--- src/shared/sfr_pkg.sv ---
// Constants, table image and register map of the parameter and reset block
// What this block does
// Bits 31:24 of the last standard parameter dword say that entering four-byte addressing is not supported.
// Bits 23:14 of that dword say that no way of leaving four-byte addressing is supported.
// Bits 13:8 of that dword carry the soft reset code: 66h then 99h, leaving continuous quad read first.
// A software reset happens only after a reset-enable instruction directly followed by a reset instruction.
// Reset-enable and reset are taken on one, two or four lines, whichever width the current mode uses.
// A host that may have left continuous quad-address read on must end that mode before the reset pair.
// At power-up status register 1 takes the value last written into its non-volatile copy.
// A non-volatile status write needs a preceding write-enable and is refused without it.
// After the volatile write-enable the next status write loads a volatile copy that overrides until power-off.
// Bits 6:0 of the last standard dword carry the status write-enable method, and bit 7 reads one.
// Bits 15:0 of vendor dword 1 carry the maximum supply voltage as volt digits, 2000h.
// Bits 31:16 of vendor dword 1 carry the minimum supply voltage as volt digits, 1650h.
// Bit 0 of vendor byte 74h is one, saying a hardware reset pin exists.
// The next vendor bits say software reset exists with opcode 99h, to be preceded by reset-enable.
// Table bytes come out in ascending address order, low byte of each dword first.
package sfr_pkg;

  // Last standard parameter dword fields
  localparam logic [7:0]  ENTER4B_CODE = 8'h80;
  localparam logic [9:0]  EXIT4B_CODE  = 10'h300;
  localparam logic [5:0]  SOFT_RST_CAP = 6'h30;
  localparam logic        DW16_BIT7    = 1'b1;
  localparam logic [6:0]  SR1_WEN_CODE = 7'h68;
  localparam logic [31:0] BFPT_DW16    = {ENTER4B_CODE, EXIT4B_CODE,
                                          SOFT_RST_CAP, DW16_BIT7,
                                          SR1_WEN_CODE};

  // Vendor dword 1: supply range in volt digits
  localparam logic [15:0] VCC_MAX   = 16'h2000;
  localparam logic [15:0] VCC_MIN   = 16'h1650;
  localparam logic [31:0] VEND_DW1  = {VCC_MIN, VCC_MAX};

  // Vendor dword 2, low half
  localparam logic        CAP_HW_RST  = 1'b1;
  localparam logic        CAP_HOLD    = 1'b1;
  localparam logic        CAP_DPD     = 1'b1;
  localparam logic        CAP_SW_RST  = 1'b1;
  localparam logic [7:0]  CAP_RST_OPC = 8'h99;
  localparam logic        CAP_PGM_SUS = 1'b1;
  localparam logic        CAP_ERS_SUS = 1'b1;
  localparam logic        CAP_UNUSED  = 1'b1;
  localparam logic        CAP_WRAP    = 1'b1;
  localparam logic [15:0] VEND_DW2_LO = {CAP_WRAP, CAP_UNUSED, CAP_ERS_SUS,
                                         CAP_PGM_SUS, CAP_RST_OPC,
                                         CAP_SW_RST, CAP_DPD, CAP_HOLD,
                                         CAP_HW_RST};

  // Table window and fill for bytes outside it
  localparam logic [7:0]  TBL_FIRST = 8'h6c;
  localparam logic [7:0]  TBL_LAST  = 8'h75;
  localparam logic [7:0]  TBL_FILL  = 8'hff;
  localparam logic [79:0] TBL_IMAGE = {VEND_DW2_LO, VEND_DW1, BFPT_DW16};

  // Instruction codes
  localparam logic [7:0] OPC_RST_EN = 8'h66;
  localparam logic [7:0] OPC_RST    = 8'h99;
  localparam logic [7:0] OPC_WREN   = 8'h06;
  localparam logic [7:0] OPC_VWREN  = 8'h50;
  localparam logic [7:0] OPC_WRSR   = 8'h01;
  localparam logic [7:0] OPC_CQR_X  = 8'hff;

  // Line widths
  localparam logic [1:0] WID_1 = 2'h0;
  localparam logic [1:0] WID_2 = 2'h1;
  localparam logic [1:0] WID_4 = 2'h2;

  // Register byte offsets
  localparam int         ADDR_W       = 5;
  localparam logic [4:0] REG_TBL_ADDR = 5'h00;
  localparam logic [4:0] REG_TBL_DATA = 5'h04;
  localparam logic [4:0] REG_CMD      = 5'h08;
  localparam logic [4:0] REG_MODE     = 5'h0c;
  localparam logic [4:0] REG_STAT     = 5'h10;

  // Field positions
  localparam int CMD_OPC_LSB  = 0;
  localparam int CMD_WID_LSB  = 8;
  localparam int CMD_DAT_LSB  = 16;
  localparam int MODE_WID_LSB = 0;
  localparam int MODE_CQR_BIT = 2;
  localparam int ST_REJ_BIT   = 28;

  // Values after reset
  localparam logic [1:0] WID_RST   = WID_1;
  localparam logic [7:0] PTR_RST   = 8'h00;
  localparam logic [7:0] RCNT_RST  = 8'h00;
  localparam logic [1:0] SYNC_RST  = 2'h3;

  typedef enum logic {BUS_IDLE, BUS_ACK} sfr_bus_t;

endpackage

--- src/shared/sfr_core_if.sv ---
// Links between the core, the table lookup and the pin synchroniser
`timescale 1ns/10ps
`default_nettype none
interface sfr_core_if;
  logic [7:0] tbl_addr;
  logic [7:0] tbl_byte;
  logic       pin_raw_n;
  logic       pin_sync_n;

  modport core (output tbl_addr, input tbl_byte,
                output pin_raw_n, input pin_sync_n);
  modport rom  (input tbl_addr, output tbl_byte);
  modport sync (input pin_raw_n, output pin_sync_n);
endinterface
`default_nettype wire

--- src/rtl/sfr_core.sv ---
// Parameter table reader and reset/status instruction engine
//
// The register addresses and the Avalon-MM register port are this design's own decisions.
`timescale 1ns/10ps
`default_nettype none
module sfr_core
  import sfr_pkg::*;
(
  input  wire logic                      clk_sys,
  input  wire logic                      reset,
  input  wire logic                      ce,
  input  wire logic [sfr_pkg::ADDR_W-1:0] avs_address,
  input  wire logic                      avs_read,
  input  wire logic                      avs_write,
  input  wire logic [31:0]               avs_writedata,
  input  wire logic [3:0]                avs_byteenable,
  output var  logic [31:0]               avs_readdata,
  output var  logic                      avs_waitrequest,
  input  wire logic                      hw_reset_n_pin,
  input  wire logic [7:0]                nv_sr1_image,
  output var  logic [7:0]                sr1_out,
  output var  logic [1:0]                io_width_out,
  output var  logic                      dev_reset_out
);
  import sfr_pkg::*;

  sfr_core_if lk ();

  sfr_table_rom u_rom (
    .lk (lk)
  );

  sfr_pin_sync u_sync (
    .clk_sys (clk_sys),
    .reset   (reset),
    .ce      (ce),
    .ps      (lk)
  );

  // Bus handshake state
  sfr_bus_t    bus_q;
  sfr_bus_t    bus_d;
  logic        wait_q;
  logic        wait_d;
  logic [31:0] rdata_q;
  logic [31:0] rdata_d;

  // Device state
  logic [7:0]  ptr_q;
  logic [7:0]  ptr_d;
  logic [1:0]  width_q;
  logic [1:0]  width_d;
  logic        cqr_q;
  logic        cqr_d;
  logic        arm_q;
  logic        arm_d;
  logic        wel_q;
  logic        wel_d;
  logic        vwe_q;
  logic        vwe_d;
  logic        vact_q;
  logic        vact_d;
  logic [7:0]  nv_q;
  logic [7:0]  nv_d;
  logic [7:0]  sr1_q;
  logic [7:0]  sr1_d;
  logic        rej_q;
  logic        rej_d;
  logic [7:0]  rcnt_q;
  logic [7:0]  rcnt_d;
  logic        rpulse_q;

  // Address decode
  wire sel_addr;
  wire sel_data;
  wire sel_cmd;
  wire sel_mode;
  wire sel_stat;
  wire req;
  wire fire;
  wire wr_fire;
  wire rd_fire;

  assign sel_addr = (avs_address == REG_TBL_ADDR);
  assign sel_data = (avs_address == REG_TBL_DATA);
  assign sel_cmd  = (avs_address == REG_CMD);
  assign sel_mode = (avs_address == REG_MODE);
  assign sel_stat = (avs_address == REG_STAT);
  assign req      = avs_read || avs_write;
  assign fire     = (bus_q == BUS_ACK) && req;
  assign wr_fire  = fire && avs_write;
  assign rd_fire  = fire && avs_read;

  // Write data with disabled lanes forced low
  wire [31:0] lane_mask;
  wire [31:0] wdm;

  assign lane_mask = {{8{avs_byteenable[3]}}, {8{avs_byteenable[2]}},
                      {8{avs_byteenable[1]}}, {8{avs_byteenable[0]}}};
  assign wdm       = avs_writedata & lane_mask;

  // Instruction fields
  wire [7:0] cmd_opc;
  wire [1:0] cmd_wid;
  wire [7:0] cmd_dat;
  wire       cmd_go;

  assign cmd_opc = wdm[CMD_OPC_LSB +: 8];
  assign cmd_wid = wdm[CMD_WID_LSB +: 2];
  assign cmd_dat = wdm[CMD_DAT_LSB +: 8];
  assign cmd_go  = wr_fire && sel_cmd && avs_byteenable[0];

  // Instruction acceptance
  wire wid_ok;
  wire cqr_exit;
  wire ins_ok;
  wire ins_rej;

  assign wid_ok   = (cmd_wid == width_q);
  // Continuous quad read swallows everything except its exit code
  assign cqr_exit = cmd_go && cqr_q && (cmd_opc == OPC_CQR_X)
                    && (cmd_wid == WID_4);
  assign ins_ok   = cmd_go && wid_ok && !cqr_q;
  assign ins_rej  = cmd_go && !ins_ok && !cqr_exit;

  // Decoded instructions
  wire is_rst_en;
  wire is_rst;
  wire is_wren;
  wire is_vwren;
  wire is_wrsr;

  assign is_rst_en = ins_ok && (cmd_opc == OPC_RST_EN);
  assign is_rst    = ins_ok && (cmd_opc == OPC_RST);
  assign is_wren   = ins_ok && (cmd_opc == OPC_WREN);
  assign is_vwren  = ins_ok && (cmd_opc == OPC_VWREN);
  assign is_wrsr   = ins_ok && (cmd_opc == OPC_WRSR);

  // Reset pair and hardware pin
  wire sw_reset;
  wire hw_reset;
  wire do_reset;

  assign sw_reset = is_rst && arm_q;
  assign hw_reset = !lk.pin_sync_n;
  assign do_reset = sw_reset || hw_reset;

  // Status writes by path
  wire wr_vol;
  wire wr_nv;
  wire wr_refused;

  assign wr_vol     = is_wrsr && vwe_q;
  assign wr_nv      = is_wrsr && !vwe_q && wel_q;
  assign wr_refused = is_wrsr && !vwe_q && !wel_q;

  // Status register view
  wire [31:0] stat_word;

  // Refusal flag at bit 28, low nibble of the reset count below it
  assign stat_word = {3'h0, rej_q, rcnt_q[3:0], lk.pin_sync_n, cqr_q,
                      width_q, arm_q, vact_q, vwe_q, wel_q, nv_q, sr1_q};

  // Read selection
  wire [31:0] rd_mux;

  assign rd_mux = sel_addr ? {24'h0, ptr_q} :
                  sel_data ? {24'h0, lk.tbl_byte} :
                  sel_mode ? {29'h0, cqr_q, width_q} :
                  sel_stat ? stat_word :
                  32'h0;

  assign lk.tbl_addr  = ptr_q;
  assign lk.pin_raw_n = hw_reset_n_pin;

  // Bus handshake: waitrequest drops for one cycle per request
  always_comb begin
    bus_d   = bus_q;
    wait_d  = wait_q;
    rdata_d = rdata_q;
    case (bus_q)
      BUS_IDLE: begin
        if (req) begin
          bus_d   = BUS_ACK;
          wait_d  = 1'b0;
          rdata_d = avs_read ? rd_mux : 32'h0;
        end
      end
      BUS_ACK: begin
        bus_d  = BUS_IDLE;
        wait_d = 1'b1;
      end
      default: begin
        bus_d  = BUS_IDLE;
        wait_d = 1'b1;
      end
    endcase
  end

  // Table pointer advances on each data read
  always_comb begin
    ptr_d = ptr_q;
    if (wr_fire && sel_addr && avs_byteenable[0]) begin
      ptr_d = wdm[7:0];
    end else if (rd_fire && sel_data) begin
      ptr_d = ptr_q + 8'h01;
    end
  end

  // Mode, reset arming and enables
  always_comb begin
    width_d = width_q;
    cqr_d   = cqr_q;
    arm_d   = arm_q;
    wel_d   = wel_q;
    vwe_d   = vwe_q;
    if (wr_fire && sel_mode && avs_byteenable[0]) begin
      width_d = wdm[MODE_WID_LSB +: 2];
      cqr_d   = wdm[MODE_CQR_BIT];
    end
    if (cqr_exit) begin
      cqr_d = 1'b0;
    end
    if (ins_ok) begin
      // Any other accepted instruction breaks the pair
      arm_d = is_rst_en;
      vwe_d = is_vwren;
      if (is_wren) begin
        wel_d = 1'b1;
      end else if (wr_nv) begin
        wel_d = 1'b0;
      end
    end
    if (do_reset) begin
      width_d = WID_RST;
      cqr_d   = 1'b0;
      arm_d   = 1'b0;
      wel_d   = 1'b0;
      vwe_d   = 1'b0;
    end
  end

  // Status register 1 copies
  always_comb begin
    nv_d   = nv_q;
    sr1_d  = sr1_q;
    vact_d = vact_q;
    if (wr_vol) begin
      sr1_d  = cmd_dat;
      vact_d = 1'b1;
    end else if (wr_nv) begin
      nv_d = cmd_dat;
      if (!vact_q) begin
        sr1_d = cmd_dat;
      end
    end
  end

  // Sticky refusal flag, set wins over a software clear
  always_comb begin
    rej_d = rej_q;
    if (wr_fire && sel_stat && avs_writedata[ST_REJ_BIT]
        && avs_byteenable[3]) begin
      rej_d = 1'b0;
    end
    if (ins_rej || wr_refused) begin
      rej_d = 1'b1;
    end
  end

  assign rcnt_d = do_reset ? rcnt_q + 8'h01 : rcnt_q;

  always_ff @(posedge clk_sys) begin
    if (reset) begin
      bus_q   <= BUS_IDLE;
      wait_q  <= 1'b1;
      rdata_q <= 32'h0;
      ptr_q   <= PTR_RST;
    end else if (ce) begin
      bus_q   <= bus_d;
      wait_q  <= wait_d;
      rdata_q <= rdata_d;
      ptr_q   <= ptr_d;
    end
  end

  always_ff @(posedge clk_sys) begin
    if (reset) begin
      width_q <= WID_RST;
      cqr_q   <= 1'b0;
      arm_q   <= 1'b0;
      wel_q   <= 1'b0;
      vwe_q   <= 1'b0;
    end else if (ce) begin
      width_q <= width_d;
      cqr_q   <= cqr_d;
      arm_q   <= arm_d;
      wel_q   <= wel_d;
      vwe_q   <= vwe_d;
    end
  end

  // Power-up loads both copies from the non-volatile cell
  always_ff @(posedge clk_sys) begin
    if (reset) begin
      nv_q   <= nv_sr1_image;
      sr1_q  <= nv_sr1_image;
      vact_q <= 1'b0;
    end else if (ce) begin
      nv_q   <= nv_d;
      sr1_q  <= sr1_d;
      vact_q <= vact_d;
    end
  end

  always_ff @(posedge clk_sys) begin
    if (reset) begin
      rej_q    <= 1'b0;
      rcnt_q   <= RCNT_RST;
      rpulse_q <= 1'b0;
    end else if (ce) begin
      rej_q    <= rej_d;
      rcnt_q   <= rcnt_d;
      rpulse_q <= do_reset;
    end
  end

  assign avs_readdata    = rdata_q;
  assign avs_waitrequest = wait_q;
  assign sr1_out         = sr1_q;
  assign io_width_out    = width_q;
  assign dev_reset_out   = rpulse_q;

  // Table content is fixed:
endmodule
`default_nettype wire

--- src/rtl/sfr_pin_sync.sv ---
// Two-stage synchroniser for the hardware reset pin
`timescale 1ns/10ps
`default_nettype none
module sfr_pin_sync
  import sfr_pkg::*;
(
  input  wire logic clk_sys,
  input  wire logic reset,
  input  wire logic ce,
  sfr_core_if.sync  ps
);
  logic [1:0] stage_q;

  always_ff @(posedge clk_sys) begin
    if (reset) begin
      stage_q <= SYNC_RST;
    end else if (ce) begin
      stage_q <= {stage_q[0], ps.pin_raw_n};
    end
  end

  assign ps.pin_sync_n = stage_q[1];
endmodule
`default_nettype wire

--- src/rtl/sfr_table_rom.sv ---
// Byte lookup into the parameter table image
`timescale 1ns/10ps
`default_nettype none
module sfr_table_rom
  import sfr_pkg::*;
(
  sfr_core_if.rom lk
);
  wire       in_range;
  wire [7:0] idx;
  wire [6:0] bit_pos;

  assign in_range = (lk.tbl_addr >= TBL_FIRST) && (lk.tbl_addr <= TBL_LAST);
  assign idx      = lk.tbl_addr - TBL_FIRST;
  // Low byte of each dword at the lower address
  assign bit_pos  = {idx[3:0], 3'b000};
  assign lk.tbl_byte = in_range ? TBL_IMAGE[bit_pos +: 8] : TBL_FILL;
endmodule
`default_nettype wire

--- config.mk ---
export PLATFORM = sky130hd
export DESIGN_NAME = sfr_core
export DESIGN_NICKNAME = d
export VERILOG_FILES = /design/src/shared/sfr_pkg.sv /design/src/shared/sfr_core_if.sv /design/src/rtl/sfr_core.sv /design/src/rtl/sfr_pin_sync.sv /design/src/rtl/sfr_table_rom.sv
export SDC_FILE = /design/constraint.sdc
export NUM_CORES = 1
export LEC_CHECK = 0
export BUFFER_PORTS_ARGS = -buffer_cell sky130_fd_sc_hd__buf_2
export CORE_MARGIN = 5
export CORE_UTILIZATION = 55
export CTS_CLUSTER_DIAMETER = 40
export CTS_CLUSTER_SIZE = 8
export DETAILED_ROUTE_END_ITERATION = 10
export PLACE_DENSITY = 0.82
export SYNTH_ARGS = -nofsm -noshare
export SYNTH_HDL_FRONTEND = slang
export SYNTH_SLANG_ARGS = --single-unit
--- constraint.sdc ---
create_clock -name clk_sys -period 6.3 [get_ports clk_sys]
set_input_delay 0.945 -clock clk_sys [delete_from_list [all_inputs] [get_ports clk_sys]]
set_output_delay 0.945 -clock clk_sys [all_outputs]
set_load 0.05 [all_outputs]
==> flow_metrics.py <==
metrics = {
    "clocking": {
        "htreeDepth": 3,
        "clk_path_buf_depth": 2,
        "cts.repair.resized": 0,
        "cts_tree": "done",
        "post_cts_buffers": 0,
        "cts_root_buf": "clkbuf_8",
        "clk_pin_slew_ns": 0.07,
        "clk_latency_ns": 0.34,
        "postCtsHoldBufs": 0,
        "cts.sinks": 70,
        "cts_made_buffers": 9,
    },
    "final_layout": {
        "drive_gt1_share_pct": 23.8,
        "diodes": 0,
        "final_cell_count_no_fill": 544,
        "area_growth_pct": 16.6,
        "nets": 525,
    },
    "sta": {
        "worst_hold_slack_ns": 0.484,
        "drv_slew": 0,
        "min_period_ns": 3.50,
        "tns_ns": 0,
        "tightest_slew_ns": 1.11,
        "maxSlewHeadroom_pct": 25.3,
        "finalClockSkew_ns": 0.00531,
        "post-route-period-util_pct": 55.6,
        "setup_violations": 0,
        "fmax_mhz": 286,
        "rsz0062_at_grt": "no",
        "final-hold-violation-count": 0,
    },
    "synthesis": {
        "yosysTopAreaCell": "dfxtp_1",
        "netlist.area_leader.share_pct": 30.0,
        "async_flop_share_pct": 0,
        "ys_ff_latch": 70,
        "netlist_top_cells_count": "dfxtp_1 (54), nor2_1 (37), nand2_1 (33)",
        "synth_flop_cell": "dfxtp_1",
        "synthMostInstantiatedCell": "dfxtp_1",
        "syn_area_um2": 3600,
        "synth-edff-count": 16,
        "synth_cells": 392,
        "yosysSeqAreaShare_pct": 43.4,
        "ys_warn_count": 0,
        "syn_avg_cell_area_um2": 9.19,
        "synth_cell_types": 65,
        "synthTopCellsByArea": "dfxtp_1 (30%), edfxtp_1 (13%), a22oi_1 (6.3%), nor2_1 (3.9%), a21oi_1 (3.5%)",
    },
    "critical_path": {
        "arrival_ns": 3.46,
        "cpMaxStageDelayCell": "o21ai_0",
        "cp-end-kind": "flip-flop",
        "crit_fanout": 8,
        "criticalPathCategory": "primary input to flip-flop",
        "worstPathRequired_ns": 6.26,
        "cp_slowest_stage_delay_ns": 0.88,
        "path_cells": "buf_2, or4_1, a21o_1, a211oi_1, nand2_1, o21ai_0",
        "critPathLaunchType": "primary input",
    },
    "drt": {
        "routed_wl_um": 9400,
        "num_vias": 3373,
        "drtAntennaViolNets": 0,
        "drt_iter0_markers": 269,
        "first_pass_iters": 5,
        "vias_per_cell": 6.20,
        "route.detailed.drc": 0,
        "routedWlPerCell_um": 17.3,
    },
    "pwr": {
        "p_comb_share_pct": 10.1,
        "seqPwrFrac_pct": 50.4,
        "ir_worst_vdd_mv": 0.154,
        "pwr-share-clk_pct": 39.6,
        "p_leak_uw": 0.00166,
        "powerDensity_nw_per_um2": 226,
        "p_int_uw": 705,
        "swShare_pct": 25.8,
        "switchingPower_uw": 245,
    },
    "global_route": {
        "antenna_found_initial": 0,
        "grt_pass1_vias": 3089,
        "grtUsageTotal_pct": 22.6,
        "grt_max_degree": 61,
        "overflow": 0,
        "grt_pass1_wl_um": 15200,
    },
    "floorplanning": {
        "core_area_um2": 6350,
        "fp.dieW_um": 90.9,
        "ios": 99,
        "dieArea_um2": 8270,
        "die_h_um": 90.9,
        "initial_core_util_pct": 56.7,
        "num_rows": 29,
    },
    "place": {
        "dp.cells": 528,
        "dpl.hpwl_um": 6870,
        "port_buffers": 82,
        "routabilityCongestion": 0.951,
    },
    "run": {
        "max_cap_violations": 0,
    },
    "run_status": {
        "outcome": "completed",
    },
    "hold_path": {
        "hold_class": "flip-flop to flip-flop",
    },
}
layout by cell type, fill, tap and decap left out, types with 4 or more instances in the layout:
cell and n:
nand2_1 33, clkbuf_8 11, edfxtp_1 16, ha_1 8
nand4_1 9, mux2i_1 6, nor4_1 5, nor2b_1 6
o211ai_1 4, nand3_1 15, nor3_1 6, nand2b_1 5
inv_1 8, buf_2 82, and2_1 4, a21oi_1 25
a22o_1 8, dfxtp_1 54, o21ai_0 15, nor2_1 37
a22oi_1 30, nand3b_1 6, and3_1 4
metal layers:
metal	wire length (um)	up-vias	track usage, %
met4	166	0	6.85
met3	730	17	6.67
met1	4090	1579	30.3
met5	0	-	0
li1	-	1623	-
met2	4410	154	35.2
worst max-delay path: cells and delay by family:
family / cells / cell delay (ns)
and+or+nand+nor: 2 / 0.69
AOI/OAI and AO/OA: 3 / 1.69
buffers and inverters: 1 / 0.13
area by class of cell:
cell class	count	area, um^2
inverters	8	30.0
clock inverters	4	55.1
clock buffers	12	155
well taps	77	96.3
flip-flops and latches	70	1560
multi-input cells	290	1880
repair buffers	83	418
fillers	528	2150
kinds of logic after synthesis:
group,synth area share [%]
AO/OA/AOI/OAI,23.3
adder cells (fa/ha/maj),2.78
AND/OR/NAND/NOR,22.6
flip-flops,43.4
XOR/XNOR,0.243
buffers and inverters,4.59
other,0.104
multiplexers,3.02
state kept, by name, summed over array words and instances (netlist names), 2 cells and up:
register / flops
nv_q: 8
avs_readdata: 29
lk.tbl_addr: 8
sr1_out: 8
u_sync.stage_q: 2
io_width_out: 2
rcnt_q: 4
worst paths after layout:
check	from	endpoint	slack [ns]	cells past startpoint
min reg2reg	u_sync.stage_q[0]	u_sync.stage_q[0]	0.48	2
min	u_sync.stage_q[0]	u_sync.stage_q[0]	0.48	2
max	avs_writedata[6]	sr1_out[5]	2.80	6
max reg2reg	io_width_out[0]	sr1_out[5]	3.28	4
power groups by stage:
stage,Sequential [uW],Combinational [uW],Clock [uW]
after detailed placement,489,95.3,0
after CTS,479,95.4,383
after global placement,489,93.2,0
after global routing,480,103,407
after floorplan,508,45.0,0
final,479,95.9,376
through the flow:
stage | worst slack (ns) | power, uW | util (%) | cell area [um^2]
final | 2.80 | 951 | 66.1 | 4200
after global routing | 2.69 | 989 | 66.1 | 4200
after CTS | 2.81 | 957 | 66.1 | 4200
after detailed placement | 2.45 | 584 | 62.8 | 3990
after global placement | 2.64 | 582 | 62.8 | 3990
after floorplan | 3.12 | 553 | - | 3610
Note: power is estimated with default switching activity, not from simulation.
